[src/core/slot_map_defines.svh]
`ifndef SLOT_MAP_DEFINES_SVH
`define SLOT_MAP_DEFINES_SVH

// ------------------------------------------------------------
// register offsets on the control port
// ------------------------------------------------------------
`define ADDR_SLOT2_ROUTE 8'h1f
`define ADDR_SLOT3_ROUTE 8'h20
`define ADDR_SLOT4_ROUTE 8'h21

// ------------------------------------------------------------
// reset values and writable-bit masks
// ------------------------------------------------------------
`define RESET_SLOT2_ROUTE 8'h01
`define RESET_SLOT3_ROUTE 8'h02
`define RESET_SLOT4_ROUTE 8'h03
`define WMASK_SLOT2 8'h3f
`define WMASK_SLOT34 8'h7f
`define UNMAPPED_READ 8'h00

// ------------------------------------------------------------
// field positions and source encodings
// ------------------------------------------------------------
`define SRC_BIT_LO 5
`define SRC_BIT_HI 6
`define SLOT_BIT_HI 4
`define SRC_HIZ 2'h0
`define SRC_REC 2'h1
`define SRC_MEAS 2'h2

// ------------------------------------------------------------
// frame timing counts in bit clocks
// ------------------------------------------------------------
`define I2S_STD_DELAY 6'h01
`define NO_STD_DELAY 6'h00
`define CNT_MAX 11'h7ff
`define LAST_BIT 5'h1f

`endif

[src/core/slot_map_pkg.sv]
package slot_map_pkg;

    // framing formats of the serial port
    typedef enum logic [1:0] {
        fmt_tdm,
        fmt_i2s,
        fmt_lj
    } frame_fmt_t;

    // frame tracker states
    typedef enum logic {
        st_idle,
        st_run
    } track_state_t;

endpackage

[src/core/sync_2ff.sv]
`timescale 1ns/10ps

// ------------------------------------------------------------
// two-flop synchroniser, one lane per bit
// ------------------------------------------------------------
module sync_2ff #(
    parameter int WIDTH = 2
) (
    input wire logic mclk,
    input wire logic rstn,
    input wire logic [WIDTH-1:0] async_in,
    output logic [WIDTH-1:0] sync_out
);

    logic [WIDTH-1:0] stage1;

    // first stage feeds only the second
    for (genvar g = 0; g < WIDTH; g++) begin : g_bit
        always_ff @(posedge mclk or negedge rstn) begin
            if (!rstn) begin
                stage1[g] <= 1'b0;
                sync_out[g] <= 1'b0;
            end else begin
                stage1[g] <= async_in[g];
                sync_out[g] <= stage1[g];
            end
        end
    end

endmodule

[src/core/chan_slot_lane.sv]
`timescale 1ns/10ps
`include "slot_map_defines.svh"

// ------------------------------------------------------------
// one transmit channel: source pick, word latch, slot claim
// ------------------------------------------------------------
module chan_slot_lane (
    input wire logic mclk,
    input wire logic rstn,
    input wire logic capture,
    input wire logic [1:0] source,
    input wire logic [4:0] slot_field,
    input wire logic is_tdm,
    input wire logic slot_valid,
    input wire logic half_right,
    input wire logic [4:0] cur_slot,
    input wire logic [31:0] rec_word,
    input wire logic [31:0] meas_word,
    input wire logic has_meas,
    output logic claim,
    output logic [31:0] word
);

    logic use_rec;
    logic use_meas;
    logic slot_hit;
    logic [31:0] next_word;

    // source decode; reserved codes behave as high impedance
    always_comb begin
        use_rec = (source == `SRC_REC);
        use_meas = has_meas && (source == `SRC_MEAS);
        if (is_tdm) begin
            slot_hit = (cur_slot == slot_field);
        end else begin
            slot_hit = !cur_slot[4] && (slot_field[4] == half_right)
                && (slot_field[3:0] == cur_slot[3:0]);
        end
        claim = slot_valid && (use_rec || use_meas) && slot_hit;
        next_word = word;
        if (capture) begin
            next_word = use_meas ? meas_word : rec_word;
        end
    end

    // word held for the whole frame
    always_ff @(posedge mclk or negedge rstn) begin
        if (!rstn) begin
            word <= 32'h0000_0000;
        end else begin
            word <= next_word;
        end
    end

endmodule

[src/core/aux_serial_tx_slot_mapper.sv]
`timescale 1ns/10ps
`include "slot_map_defines.svh"

// Function
// - channel 2 source bit 5: 0 releases slot, 1 sends recorded channel 2.
// - channel 3 source bits 6-5: off, recorded 3, battery voltage, reserved.
// - channel 4 source bits 6-5: off, recorded 4, temperature, reserved.
// - tdm framing places each word in slot equal to bits 4-0, 0..31.
// - i2s/left-justified: values 0-15 left half, 16-31 right half slots.
// - channel 2 register resets to 0x01, off, slot 1.
// - channel 3 register resets to 0x02, off, slot 2.
// - channel 4 register resets to 0x03, off, slot 3.
// - channel 2 bits 7-6 read only zero; software writes zero there.
// - channel 3 and 4 bit 7 read only zero; software writes zero.
// - per-channel select routes slot data to primary or second output.
// - slot 0 msb delayed 0..31 bit clocks; all slots follow.

module aux_serial_tx_slot_mapper (
    input wire logic mclk,
    input wire logic rstn,
    input wire logic [7:0] reg_addr,
    input wire logic [7:0] reg_wdata,
    input wire logic reg_wr,
    input wire logic reg_rd,
    output logic [7:0] reg_rdata,
    input wire slot_map_pkg::frame_fmt_t frame_fmt,
    input wire logic [4:0] msb_slot_delay,
    input wire logic chan2_pin_select,
    input wire logic chan3_pin_select,
    input wire logic chan4_pin_select,
    input wire logic bclk,
    input wire logic fsync,
    input wire logic [31:0] rec_ch2_word,
    input wire logic [31:0] rec_ch3_word,
    input wire logic [31:0] rec_ch4_word,
    input wire logic [31:0] vbat_word,
    input wire logic [31:0] temp_word,
    output logic serial_out,
    output logic serial_out_oe,
    output logic second_serial_out,
    output logic second_serial_out_oe
);

    // ------------------------------------------------------------
    // decode helpers
    // ------------------------------------------------------------
    // register index from address, 3 when unmapped
    function automatic logic [1:0] reg_index(input logic [7:0] addr);
        logic [1:0] idx;
        idx = 2'h3;
        if (addr == `ADDR_SLOT2_ROUTE) begin
            idx = 2'h0;
        end else if (addr == `ADDR_SLOT3_ROUTE) begin
            idx = 2'h1;
        end else if (addr == `ADDR_SLOT4_ROUTE) begin
            idx = 2'h2;
        end
        return idx;
    endfunction

    // {enable, bit} for one pin; lowest channel wins a clash
    function automatic logic [1:0] pick_bit(input logic [2:0] claims,
        input logic [2:0][31:0] words, input logic [4:0] idx);
        logic [1:0] res;
        res = 2'h0;
        for (int i = 2; i >= 0; i--) begin
            if (claims[i]) begin
                res = {1'b1, words[i][`LAST_BIT - idx]};
            end
        end
        return res;
    endfunction

    // ------------------------------------------------------------
    // register file
    // ------------------------------------------------------------
    logic [2:0][7:0] route;
    logic [2:0][7:0] next_route;
    logic [7:0] next_rdata;
    logic [1:0] acc_idx;

    // masked writes keep read-only bits at zero
    always_comb begin
        acc_idx = reg_index(reg_addr);
        next_route = route;
        next_rdata = reg_rdata;
        if (reg_wr && acc_idx != 2'h3) begin
            if (acc_idx == 2'h0) begin
                next_route[0] = reg_wdata & `WMASK_SLOT2;
            end else begin
                next_route[acc_idx] = reg_wdata & `WMASK_SLOT34;
            end
        end
        if (reg_rd) begin
            next_rdata = (acc_idx == 2'h3) ? `UNMAPPED_READ : route[acc_idx];
        end
    end

    always_ff @(posedge mclk or negedge rstn) begin
        if (!rstn) begin
            route[0] <= `RESET_SLOT2_ROUTE;
            route[1] <= `RESET_SLOT3_ROUTE;
            route[2] <= `RESET_SLOT4_ROUTE;
            reg_rdata <= 8'h00;
        end else begin
            route <= next_route;
            reg_rdata <= next_rdata;
        end
    end

    // ------------------------------------------------------------
    // link sampling and edge detection
    // ------------------------------------------------------------
    logic [1:0] link_sync;
    logic bclk_q;
    logic bclk_rise;
    logic bclk_fall;
    logic fsync_s;

    sync_2ff #(
        .WIDTH(2)
    ) u_link_sync (
        .mclk(mclk),
        .rstn(rstn),
        .async_in({fsync, bclk}),
        .sync_out(link_sync)
    );

    assign fsync_s = link_sync[1];
    assign bclk_rise = link_sync[0] & ~bclk_q;
    assign bclk_fall = ~link_sync[0] & bclk_q;

    always_ff @(posedge mclk or negedge rstn) begin
        if (!rstn) begin
            bclk_q <= 1'b0;
        end else begin
            bclk_q <= link_sync[0];
        end
    end

    // ------------------------------------------------------------
    // frame tracker
    // ------------------------------------------------------------
    slot_map_pkg::track_state_t state;
    slot_map_pkg::track_state_t next_state;
    logic [10:0] cnt;
    logic [10:0] next_cnt;
    logic half_right;
    logic next_half;
    logic fs_prev;
    logic next_fs_prev;
    logic frame_edge;
    logic capture;
    logic is_tdm;

    assign is_tdm = (frame_fmt == slot_map_pkg::fmt_tdm);

    // frame or half starts on fsync edges sampled at bclk rise
    always_comb begin
        next_state = state;
        next_cnt = cnt;
        next_half = half_right;
        next_fs_prev = fs_prev;
        frame_edge = 1'b0;
        capture = 1'b0;
        if (bclk_rise) begin
            next_fs_prev = fsync_s;
            frame_edge = is_tdm ? (fsync_s & ~fs_prev) : (fsync_s ^ fs_prev);
        end
        case (state)
            slot_map_pkg::st_idle: begin
                if (frame_edge) begin
                    next_state = slot_map_pkg::st_run;
                end
            end
            slot_map_pkg::st_run: begin
                if (bclk_rise && !frame_edge && cnt != `CNT_MAX) begin
                    next_cnt = cnt + 11'h001;
                end
            end
            default: begin
                next_state = slot_map_pkg::st_idle;
            end
        endcase
        if (frame_edge) begin
            next_cnt = 11'h000;
            if (is_tdm) begin
                next_half = 1'b0;
            end else if (frame_fmt == slot_map_pkg::fmt_lj) begin
                next_half = ~fsync_s;
            end else begin
                next_half = fsync_s;
            end
            capture = !next_half;
        end
    end

    always_ff @(posedge mclk or negedge rstn) begin
        if (!rstn) begin
            state <= slot_map_pkg::st_idle;
            cnt <= 11'h000;
            half_right <= 1'b0;
            fs_prev <= 1'b0;
        end else begin
            state <= next_state;
            cnt <= next_cnt;
            half_right <= next_half;
            fs_prev <= next_fs_prev;
        end
    end

    // ------------------------------------------------------------
    // slot position
    // ------------------------------------------------------------
    logic [5:0] delay;
    logic [10:0] pos;
    logic slot_valid;
    logic [4:0] cur_slot;
    logic [4:0] bit_idx;

    // standard delay plus programmable msb offset
    always_comb begin
        delay = ((frame_fmt == slot_map_pkg::fmt_i2s) ? `I2S_STD_DELAY : `NO_STD_DELAY)
            + {1'b0, msb_slot_delay};
        pos = cnt - {5'h00, delay};
        slot_valid = (state == slot_map_pkg::st_run) && (cnt >= {5'h00, delay})
            && (is_tdm ? !pos[10] : (pos[10:9] == 2'h0));
        cur_slot = pos[9:5];
        bit_idx = pos[4:0];
    end

    // ------------------------------------------------------------
    // channel lanes
    // ------------------------------------------------------------
    logic [2:0][31:0] rec_words;
    logic [2:0][31:0] meas_words;
    logic [2:0][31:0] lane_word;
    logic [2:0] claim;
    logic [2:0] pin_sel;

    assign rec_words = {rec_ch4_word, rec_ch3_word, rec_ch2_word};
    assign meas_words = {temp_word, vbat_word, 32'h0000_0000};
    assign pin_sel = {chan4_pin_select, chan3_pin_select, chan2_pin_select};

    // channel 2 has a single source bit, 3 and 4 a two-bit field
    for (genvar g = 0; g < 3; g++) begin : g_lane
        chan_slot_lane u_lane (
            .mclk(mclk),
            .rstn(rstn),
            .capture(capture),
            .source((g == 0) ? {1'b0, route[g][`SRC_BIT_LO]}
                : route[g][`SRC_BIT_HI:`SRC_BIT_LO]),
            .slot_field(route[g][`SLOT_BIT_HI:0]),
            .is_tdm(is_tdm),
            .slot_valid(slot_valid),
            .half_right(half_right),
            .cur_slot(cur_slot),
            .rec_word(rec_words[g]),
            .meas_word(meas_words[g]),
            .has_meas(g != 0),
            .claim(claim[g]),
            .word(lane_word[g])
        );
    end

    // ------------------------------------------------------------
    // output pins
    // ------------------------------------------------------------
    logic [1:0] drv0;
    logic [1:0] drv1;
    logic next_out;
    logic next_out_oe;
    logic next_out2;
    logic next_out2_oe;

    // launch on bclk fall; release when nothing claims the slot
    always_comb begin
        drv0 = pick_bit(claim & ~pin_sel, lane_word, bit_idx);
        drv1 = pick_bit(claim & pin_sel, lane_word, bit_idx);
        next_out = serial_out;
        next_out_oe = serial_out_oe;
        next_out2 = second_serial_out;
        next_out2_oe = second_serial_out_oe;
        if (bclk_fall) begin
            {next_out_oe, next_out} = drv0;
            {next_out2_oe, next_out2} = drv1;
        end
    end

    always_ff @(posedge mclk or negedge rstn) begin
        if (!rstn) begin
            serial_out <= 1'b0;
            serial_out_oe <= 1'b0;
            second_serial_out <= 1'b0;
            second_serial_out_oe <= 1'b0;
        end else begin
            serial_out <= next_out;
            serial_out_oe <= next_out_oe;
            second_serial_out <= next_out2;
            second_serial_out_oe <= next_out2_oe;
        end
    end

    // ------------------------------------------------------------
    // checks
    // ------------------------------------------------------------
    a_reset_routes: assert property (@(posedge mclk) $rose(rstn) |->
        route[0] == 8'h01 && route[1] == 8'h02 && route[2] == 8'h03)
        else $error("route registers not at reset values");

    a_slot2_rsvd_zero: assert property (@(posedge mclk) disable iff (!rstn)
        reg_wr && reg_addr == 8'h1f |=> route[0] == ($past(reg_wdata) & 8'h3f))
        else $error("channel 2 write did not mask bits 7-6");

    a_slot34_rsvd_zero: assert property (@(posedge mclk) disable iff (!rstn)
        reg_rd && reg_addr inside {8'h20, 8'h21} |=> !reg_rdata[7])
        else $error("channel 3/4 bit 7 read back set");

    a_tdm_slot_drive: assert property (@(posedge mclk) disable iff (!rstn)
        bclk_fall && is_tdm && slot_valid && route[0][5] && !chan2_pin_select
        && cur_slot == route[0][4:0]
        |=> serial_out_oe && serial_out == $past(lane_word[0][5'h1f - bit_idx]))
        else $error("tdm slot not driven with channel 2 bit");

    a_half_slot_drive: assert property (@(posedge mclk) disable iff (!rstn)
        bclk_fall && !is_tdm && slot_valid && !cur_slot[4]
        && route[1][6:5] inside {2'h1, 2'h2} && {half_right, cur_slot[3:0]} == route[1][4:0]
        |=> (chan3_pin_select ? second_serial_out_oe : serial_out_oe))
        else $error("left/right half slot not driven");

    a_reserved_src_off: assert property (@(posedge mclk) disable iff (!rstn)
        route[1][6:5] == 2'h3 |-> !claim[1])
        else $error("reserved channel 3 source claimed a slot");

    a_temp_capture: assert property (@(posedge mclk) disable iff (!rstn)
        capture && route[2][6:5] == 2'h2 |=> lane_word[2] == $past(temp_word))
        else $error("channel 4 did not capture temperature word");

    a_msb_offset_gap: assert property (@(posedge mclk) disable iff (!rstn)
        state == slot_map_pkg::st_run && cnt < {6'h00, msb_slot_delay} |-> !slot_valid)
        else $error("slot active before msb offset elapsed");

    a_pin_route: assert property (@(posedge mclk) disable iff (!rstn)
        bclk_fall && claim == 3'h1 && chan2_pin_select
        |=> second_serial_out_oe && !serial_out_oe)
        else $error("channel 2 not routed to second output");

    a_idle_release: assert property (@(posedge mclk) disable iff (!rstn)
        bclk_fall && (claim & ~pin_sel) == 3'h0 |=> !serial_out_oe)
        else $error("primary output driven in unclaimed slot");

    a_src_off_hiz: assert property (@(posedge mclk) disable iff (!rstn)
        !route[0][5] |-> !claim[0])
        else $error("channel 2 claimed a slot while off");

    c_tdm_drive: cover property (@(posedge mclk) disable iff (!rstn)
        is_tdm && serial_out_oe);
    c_right_half: cover property (@(posedge mclk) disable iff (!rstn)
        !is_tdm && half_right && |claim);
    c_second_pin: cover property (@(posedge mclk) disable iff (!rstn)
        second_serial_out_oe);

endmodule

[config.mk]
export PLATFORM = sky130hd
export DESIGN_NAME = aux_serial_tx_slot_mapper
export DESIGN_NICKNAME = d
export VERILOG_FILES = /design/src/core/slot_map_pkg.sv /design/src/core/sync_2ff.sv /design/src/core/chan_slot_lane.sv /design/src/core/aux_serial_tx_slot_mapper.sv
export VERILOG_INCLUDE_DIRS = /design/src /design/src/core
export SDC_FILE = /design/constraint.sdc
export NUM_CORES = 1
export LEC_CHECK = 0
export BUFFER_PORTS_ARGS = -buffer_cell sky130_fd_sc_hd__buf_2
export CORE_ASPECT_RATIO = 0.5
export CORE_MARGIN = 5
export CORE_UTILIZATION = 34
export CTS_BUF_LIST = sky130_fd_sc_hd__clkbuf_8 sky130_fd_sc_hd__clkbuf_16
export DETAILED_ROUTE_END_ITERATION = 10
export GPL_ROUTABILITY_DRIVEN = 0
export SLEW_MARGIN = 30
export SYNTH_ARGS = -nofsm -noshare
export SYNTH_HDL_FRONTEND = slang
export SYNTH_SLANG_ARGS = --single-unit
[constraint.sdc]
create_clock -name mclk -period 3.77 [get_ports mclk]
set_input_delay 0.1885 -clock mclk [delete_from_list [all_inputs] [get_ports mclk]]
set_output_delay 0.1885 -clock mclk [all_outputs]
set_load 0.01 [all_outputs]
==> qor.json, run 1 <==
{
  "cell_count_of_the_worst_reg_to_reg_path": 13,
  "initial_antenna_violation_count": 0,
  "clkSinkCount": 148,
  "finalSetupViolations": 0,
  "synth_top_area_share": 0.442,
  "synth-seq-cells": 148,
  "synthCells": 699,
  "crit_path_max_incr_delay_ns": 0.53,
  "timing.final.ws_setup_ns": 0.349,
  "power_leakage_nw": 4.85,
  "max_cap_viol_count": 0,
  "synth-edff-count": 0,
  "signed_area_change_from_the_synthesized_netlist_to_the_final_layout_pct": 29.4,
  "setup.worst_path.end_class": "flip-flop",
  "chipWidth_um": 229,
  "worst-path-max-fanout": 5,
  "path_cells": "inv_1 > ha_1 > inv_1 > fa_1 > a21o_2 > a221oi_1 > buf_4 > xnor2_1 > xnor2_1 > or4_4 > nor4b_2 > mux2i_1 > o21ai_1",
  "post_route_cells_drive_above_1_share": 0.357,
  "worst-endpoint-arrival_ns": 3.73,
  "outcome": "completed",
  "grt.total_usage": 0.158,
  "clock-skew-final_ns": 0.0103,
  "period_share": 0.907,
  "cts.clk_slew.worst_paths_ns": 0.06,
  "vias_per_cell": 4.92,
  "post-route-drc-count": 0,
  "total_power_mw": 6.04,
  "finalNetCount": 1140,
  "pin_count": 204,
  "r2r-end": "second_serial_out$_DFFE_PN0P_",
  "ys_top_cells_by_count": "144 x dfrtp_1, 83 x nand2_1, 76 x mux2i_1",
  "post_synth_main_area_contributors": "dfrtp_1 44%, mux2i_1 9.3%, mux2_2 7.2%, mux4_1 4.5%, o21ai_0 4.0%",
  "post-cts-setup-buffers": 0,
  "max_slew.worst_pin.slew_ns": 0.874,
  "drt_pass1_iterations": 4,
  "dieArea_um2": 27400,
  "seq_area_frac_synth": 0.455,
  "seq_area_um2": 3710,
  "synth.yosys.warnings": 0,
  "rows": 40,
  "grt_pass1_vias": 6664,
  "max-vdd-ir-drop_v": 0.000356,
  "insertedDiodeCount": 0,
  "hpwl_mm": 15.6,
  "maximum_buffer_depth_of_the_clock_tree": 2,
  "synth_nets": 905,
  "critPathKind": "reg -> reg",
  "max_slew_margin": 0.417,
  "multiInputGateArea_um2": 4200,
  "final-max-slew-violation-count": 0,
  "starting_density": 0.342,
  "master_of_the_slowest_instance_on_the_critical_path": "or4_4",
  "height_of_the_die_um": 120,
  "rsz0062_at_grt": "false",
  "final-hold-violation-count": 0,
  "clock_insertion_delay_worst_skew_ns": 0.43,
  "synth_top_cell_by_area": "dfrtp_1",
  "dr.first_iter.drc_count": 284,
  "final_routed_wirelength_across_all_metal_layers_mm": 21.4,
  "drt.antenna.violating_nets": 0,
  "cell_depth_of_the_worst_min_delay_path": 2,
  "port_buffers": 202,
  "detail_route.wl_per_cell_um": 17.0,
  "cts_resized": 0,
  "tritoncts": "done",
  "fillCellCount": 2231,
  "max_freq_mhz": 292,
  "required_ns": 4.08,
  "synthFlopType": "dfrtp_1",
  "fin_util": 0.443,
  "numCtsBuffers": 17,
  "regToRegStartpoint": "cnt[0]$_DFFE_PN0P_",
  "largest_net_degree_at_the_start_of_global_routing": 113,
  "synthMostInstantiatedCell": "dfrtp_1",
  "grt_pass1_wl_mm": 34.1,
  "origin_of_the_worst_min_delay_path": "reg_wdata[2]",
  "hold_class": "in -> reg",
  "postSynth.asyncResetShare": 1.00,
  "post_synthesis_instance_area_um2": 8160,
  "min_delay_worst_endpoint": "route[18]$_DFFE_PN0P_",
  "final.setup.tns_ns": 0,
  "clock-root-buffer": "clkbuf_16",
  "cts_hold_buf": 36,
  "dpl_worst_slack_ns": 0.0792,
  "start_kind": "flip-flop",
  "post_synth.cell_area_avg_um2": 11.7,
  "yosys.cell_types.count": 64,
  "core-area_um2": 23800,
  "cts-htree-levels": 4,
  "total_power_density_per_cell_area_nw_per_um2": 572,
  "globalRouteOverflowTotal": 0,
  "vias": 6212,
  "min_period_ns": 3.42,
  "r2r_setup_slack_ns": 0.35
}
where the power goes:
part           switching (mW)  internal, mW  total [mW]
Combinational           0.965          1.19        2.15
Clock                   0.700          1.04        1.74
Sequential              0.204          1.94        2.15
how the worst max path moves through the flow:
stage	start	to	cells after the start
after global routing	cnt[0]$_DFFE_PN0P_	second_serial_out$_DFFE_PN0P_	13
after detailed placement	frame_fmt[0]	second_serial_out$_DFFE_PN0P_	15
after floorplan	frame_fmt[0]	second_serial_out$_DFFE_PN0P_	13
after CTS	cnt[0]$_DFFE_PN0P_	second_serial_out$_DFFE_PN0P_	13
after global placement	frame_fmt[0]	second_serial_out$_DFFE_PN0P_	15
final	cnt[0]$_DFFE_PN0P_	second_serial_out$_DFFE_PN0P_	13
area by class of cell:
| type | instances | share of cell area |
|---|---|---|
| Clock buffer | 17 | 0.0403 |
| Inverter | 19 | 0.00676 |
| Tap cell | 315 | 0.0373 |
| Clock inverter | 15 | 0.0172 |
| Sequential cell | 148 | 0.351 |
| Timing Repair Buffer | 255 | 0.149 |
| Multi-Input combinational cell | 493 | 0.398 |
flip-flops by register name, summed over array words and instances (netlist names):
name,flops
g_lane.u_lane.word,96
route,21
cnt,11
reg_rdata,8
u_link_sync.stage1,2
u_link_sync.sync_out,2
bclk_q,1
fs_prev,1
half_right,1
second_serial_out,1
second_serial_out_oe,1
serial_out,1
serial_out_oe,1
state,1
layout by cell type (no fill, tap or decap), types with 11 or more instances in the layout:
| cell type | synthesis | routed |
|---|---|---|
| inv_1 | 19 | 20 |
| clkbuf_16 | 0 | 17 |
| nor2_1 | 28 | 28 |
| dlygate4sd3_1 | 0 | 36 |
| mux2i_1 | 76 | 76 |
| ha_1 | 13 | 11 |
| xor2_1 | 14 | 14 |
| buf_2 | 2 | 201 |
| buf_4 | 1 | 12 |
| nand2_1 | 83 | 83 |
| mux2_2 | 52 | 52 |
| o21ai_0 | 66 | 66 |
| xnor2_1 | 19 | 19 |
| a21oi_1 | 13 | 13 |
| mux4_2 | 14 | 14 |
| dfrtp_1 | 144 | 144 |
| mux4_1 | 14 | 14 |
metal layers:
layer	routed length, µm	GRT usage	vias up	share of wire
met3	575	0.0300	22	0.027
met4	357	0.0499	0	0.017
li1	-	-	3014	-
met1	9190	0.192	3081	0.43
met2	11300	0.285	95	0.53
met5	0	0	-	0
stage by stage:
| step | instance area, µm² | hold WS, ns | cells |
|---|---|---|---|
| 3_3_place_gp | 9560 | 0.298 | 1194 |
| 3_5_place_dp | 9580 | 0.299 | 1194 |
| 2_1_floorplan | 8160 | -0.107 | 699 |
| 4_1_cts | 10500 | 0.00488 | 1262 |
| 5_1_grt | 10600 | 0.0160 | 1262 |
| 6_report | 10600 | 0.0295 | 1262 |
worst max-delay path: cells and delay by family (launching register included):
kind | cells | cell delay, ns
AND/OR/NAND/NOR | 2 | 0.83
AO/OA/AOI/OAI | 3 | 0.62
adder cells (fa/ha/maj) | 2 | 0.60
flip-flops | 1 | 0.43
buffers and inverters | 3 | 0.31
XOR/XNOR | 2 | 0.28
multiplexers | 1 | 0.23
cells by family after synthesis:
logic type                 after synthesis  synth area share
and+or+nand+nor                        164            0.0977
adders and majority gates               14            0.0224
AOI/OAI and AO/OA                      119            0.0874
muxes                                  156             0.249
buffers and inverters                   58            0.0350
DFF                                    148             0.455
xor gates and xnor gates                40            0.0543
Power figures use the tool's default switching activity.
==> run 2: changes to the inputs <==
CORE_ASPECT_RATIO = 0.8   (was 0.5)
SLEW_MARGIN = default   (was 30)
==> run 2 against run 1 <==
- die area down 0.62%
- clock-buffer cell count rose by 1
- core utilization down 0.062 points
==> qor.json, run 2 (synthesis gave the netlist of run 1 again) <==
{
  "netSwitchingFraction": {"value": 0.306, "change": "was 0.309"},
  "critPathKind": {"value": "reg -> reg", "change": "unchanged"},
  "largest_delay_share_family_worst_path": {"value": "simple AND/OR/NAND/NOR gates", "change": "unchanged"},
  "total_power_density_per_cell_area": {"value": 569, "unit": "nW/µm²", "change": "was 572 nW/µm²"},
  "stdcell_area": {"value": 10400, "unit": "µm²", "change": "was 10600 µm²"},
  "min_delay_worst_endpoint": {"value": "g_lane[0].u_lane.word[5]$_DFFE_PN0P_", "change": "was route[18]$_DFFE_PN0P_"},
  "worst-path-max-fanout": {"value": 5, "change": "unchanged"},
  "vias": {"value": 6013, "change": "was 6212"},
  "timing.critical_path.buf_inv": {"value": 3, "change": "unchanged"},
  "leading_cell_types_in_the_layout_fill_and_taps_excluded": {"value": "201 x buf_2, 144 x dfrtp_1, 83 x nand2_1", "change": "unchanged"},
  "master_of_the_slowest_instance_on_the_critical_path": {"value": "or4_4", "change": "unchanged"},
  "dieArea": {"value": 27200, "unit": "µm²", "change": "was 27400 µm²"},
  "max_slew.worst_pin.slew": {"value": 1.01, "unit": "ns", "change": "was 0.874 ns"},
  "finalSetupViolations": {"value": 0, "change": "unchanged"},
  "max_reg_flops": {"value": 96, "change": "unchanged"},
  "power_leakage": {"value": 4.81, "unit": "nW", "change": "was 4.85 nW"},
  "signed_area_change_from_the_synthesized_netlist_to_the_final_layout": {"value": 27.6, "unit": "%", "change": "was 29.4%"},
  "setup.worst_path.end_class": {"value": "flip-flop", "change": "unchanged"},
  "outcome": {"value": "completed", "change": "unchanged"},
  "grt.total_usage": {"value": 0.155, "change": "was 0.158"},
  "core-area": {"value": 23500, "unit": "µm²", "change": "was 23800 µm²"},
  "cell_count_of_the_worst_reg_to_reg_path": {"value": 13, "change": "unchanged"},
  "clock-root-buffer": {"value": "clkbuf_16", "change": "unchanged"},
  "drt_pass1_iterations": {"value": 4, "change": "unchanged"},
  "power.sequential.fraction": {"value": 0.363, "change": "was 0.355"},
  "switchingPower": {"value": 1.81, "unit": "mW", "change": "was 1.87 mW"},
  "post_route_cells_drive_above_1_share": {"value": 0.361, "change": "was 0.357"},
  "max_slew_margin": {"value": 0.324, "change": "was 0.417"},
  "hold_class": {"value": "in -> reg", "change": "unchanged"},
  "regToRegStartpoint": {"value": "cnt[0]$_DFFE_PN0P_", "change": "unchanged"},
  "drt.antenna.violating_nets": {"value": 0, "change": "unchanged"},
  "path_cells": {"value": "inv_1 > ha_1 > inv_1 > fa_2 > a21o_2 > a221oi_1 > buf_4 > xnor2_1 > xnor2_1 > or4_4 > nor4b_4 > mux2i_1 > o31ai_1", "change": "was inv_1 > ha_1 > inv_1 > fa_1 > a21o_2 > a221oi_1 > buf_4 > xnor2_1 > xnor2_1 > or4_4 > nor4b_2 > mux2i_1 > o21ai_1"},
  "chipWidth": {"value": 183, "unit": "µm", "change": "was 229 µm"},
  "grt_pass1_wl": {"value": 33.3, "unit": "mm", "change": "was 34.1 mm"},
  "port_buffers": {"value": 202, "change": "unchanged"},
  "initial_antenna_violation_count": {"value": 0, "change": "unchanged"},
  "final_routed_wirelength_across_all_metal_layers": {"value": 20.6, "unit": "mm", "change": "was 21.4 mm"},
  "r2r-end": {"value": "serial_out$_DFFE_PN0P_", "change": "was second_serial_out$_DFFE_PN0P_"},
  "max-vdd-ir-drop": {"value": 0.000341, "unit": "V", "change": "was 0.000356 V"},
  "max_cap_viol_count": {"value": 0, "change": "unchanged"},
  "rows": {"value": 50, "change": "was 40"},
  "height_of_the_die": {"value": 149, "unit": "µm", "change": "was 120 µm"},
  "post-route-drc-count": {"value": 0, "change": "unchanged"},
  "dpl_worst_slack": {"value": 0.102, "unit": "ns", "change": "was 0.0792 ns"},
  "placed_cell_area": {"value": 9540, "unit": "µm²", "change": "was 9580 µm²"},
  "clkSinkCount": {"value": 148, "change": "unchanged"},
  "cts-htree-levels": {"value": 4, "change": "unchanged"},
  "detail_route.wl_per_cell": {"value": 16.5, "unit": "µm", "change": "was 17.0 µm"},
  "power.clock.fraction": {"value": 0.286, "change": "was 0.289"},
  "cts.clk_slew.worst_paths": {"value": 0.06, "unit": "ns", "change": "about the same"},
  "starting_density": {"value": 0.347, "change": "was 0.342"},
  "worst-endpoint-arrival": {"value": 3.62, "unit": "ns", "change": "was 3.73 ns"},
  "rsz0062_at_grt": {"value": "false", "change": "unchanged"},
  "tritoncts": {"value": "done", "change": "unchanged"},
  "final-hold-violation-count": {"value": 0, "change": "unchanged"},
  "final-max-slew-violation-count": {"value": 0, "change": "unchanged"},
  "largest_net_degree_at_the_start_of_global_routing": {"value": 130, "change": "was 113"},
  "timing.final.ws_setup": {"value": 0.434, "unit": "ns", "change": "was 0.349 ns"},
  "clock_insertion_delay_worst_skew": {"value": 0.42, "unit": "ns", "change": "was 0.43 ns"},
  "finalNetCount": {"value": 1132, "change": "was 1140"},
  "final.setup.tns": {"value": 0, "unit": "ns", "change": "unchanged"},
  "pin_count": {"value": 204, "change": "unchanged"},
  "vias_per_cell": {"value": 4.81, "change": "was 4.92"},
  "insertedDiodeCount": {"value": 0, "change": "unchanged"},
  "maximum_buffer_depth_of_the_clock_tree": {"value": 2, "change": "unchanged"},
  "min_period": {"value": 3.34, "unit": "ns", "change": "was 3.42 ns"},
  "crit_path_max_incr_delay": {"value": 0.52, "unit": "ns", "change": "was 0.53 ns"},
  "required": {"value": 4.05, "unit": "ns", "change": "was 4.08 ns"},
  "period_share": {"value": 0.885, "change": "was 0.907"},
  "grt_pass1_vias": {"value": 6347, "change": "was 6664"},
  "reg_top3": {"value": "g_lane.u_lane.word: 96 flops, route: 21 flops, cnt: 11 flops", "change": "unchanged"},
  "fillCellCount": {"value": 2259, "change": "was 2231"},
  "numCtsBuffers": {"value": 17, "change": "unchanged"},
  "max_flop_register": {"value": "g_lane.u_lane.word", "change": "unchanged"},
  "cts_resized": {"value": 0, "change": "unchanged"},
  "power.share.combinational": {"value": 0.351, "change": "was 0.356"},
  "globalRouteOverflowTotal": {"value": 0, "change": "unchanged"},
  "cell_internal_pwr": {"value": 4.11, "unit": "mW", "change": "was 4.17 mW"},
  "start_kind": {"value": "flip-flop", "change": "unchanged"},
  "cell_depth_of_the_worst_min_delay_path": {"value": 2, "change": "unchanged"},
  "dr.first_iter.drc_count": {"value": 305, "change": "was 284"},
  "mostFrequentLayoutCell": {"value": "buf_2", "change": "unchanged"},
  "clock-skew-final": {"value": 0.0107, "unit": "ns", "change": "was 0.0103 ns"},
  "r2r_setup_slack": {"value": 0.43, "unit": "ns", "change": "was 0.35 ns"},
  "hpwl": {"value": 16.0, "unit": "mm", "change": "was 15.6 mm"},
  "origin_of_the_worst_min_delay_path": {"value": "rec_ch2_word[5]", "change": "was reg_wdata[2]"},
  "max_freq": {"value": 300, "unit": "MHz", "change": "was 292 MHz"}
}
run 2: changes by cell type in the layout (fill, tap and decap cells not counted), moves of 3 or more:
cell / delta
inv_6: +3
dlygate4sd3_1: -8
clkinv_4: -3
clkinvlp_4: -3
run 2: repair_timing:
action	in CTS	in global routing
buffers inserted	0	0
hold buffers	28	0
hold endpoints to repair	83	0
run 2: how the worst max path moves through the flow:
stage,startpoint,end,slack [ns],cells past startpoint
finish,cnt[0]$_DFFE_PN0P_,serial_out$_DFFE_PN0P_,0.43,13
floorplan,frame_fmt[0],second_serial_out$_DFFE_PN0P_,0.38,13
detailed placement,frame_fmt[0],serial_out$_DFFE_PN0P_,0.10,15
global route,cnt[0]$_DFFE_PN0P_,serial_out$_DFFE_PN0P_,0.12,12
global placement,frame_fmt[0],serial_out$_DFFE_PN0P_,0.17,15
CTS,cnt[0]$_DFFE_PN0P_,serial_out$_DFFE_PN0P_,0.41,13
run 2: area by class of cell:
type                            instances  area [µm²]  area share
Clock buffer                           18         439      0.0422
Clock inverter                         14         150      0.0144
Inverter                               19        71.3     0.00685
Multi-Input combinational cell        493        4190       0.402
Sequential cell                       148        3710       0.356
Tap cell                              312         390      0.0375
Timing Repair Buffer                  247        1460       0.141
run 2: per-stage QoR:
step                total power [mW]   util  std cells  hold slack [ns]
floorplan                       3.63      -        699           -0.107
global placement                4.23  0.405       1191            0.206
detailed placement              4.27  0.405       1191            0.201
CTS                             6.02  0.442       1251         0.000755
global route                    6.31  0.442       1251          0.00209
finish                          5.92  0.442       1251           0.0215
run 2: layer usage:
metal  track usage  share of wire  up-vias
met5             0              0        -
met4        0.0268         0.0048        0
met3        0.0342          0.051        8
met2         0.241           0.45      156
met1         0.225           0.49     2854
li1              -              -     2995
run 2: power groups by stage:
stage	clock network (mW)	registers (mW)	logic, mW
2_1_floorplan	0	2.10	1.53
3_3_place_gp	0	2.17	2.06
3_5_place_dp	0	2.18	2.09
4_1_cts	1.74	2.16	2.12
5_1_grt	1.82	2.20	2.29
6_report	1.69	2.15	2.08
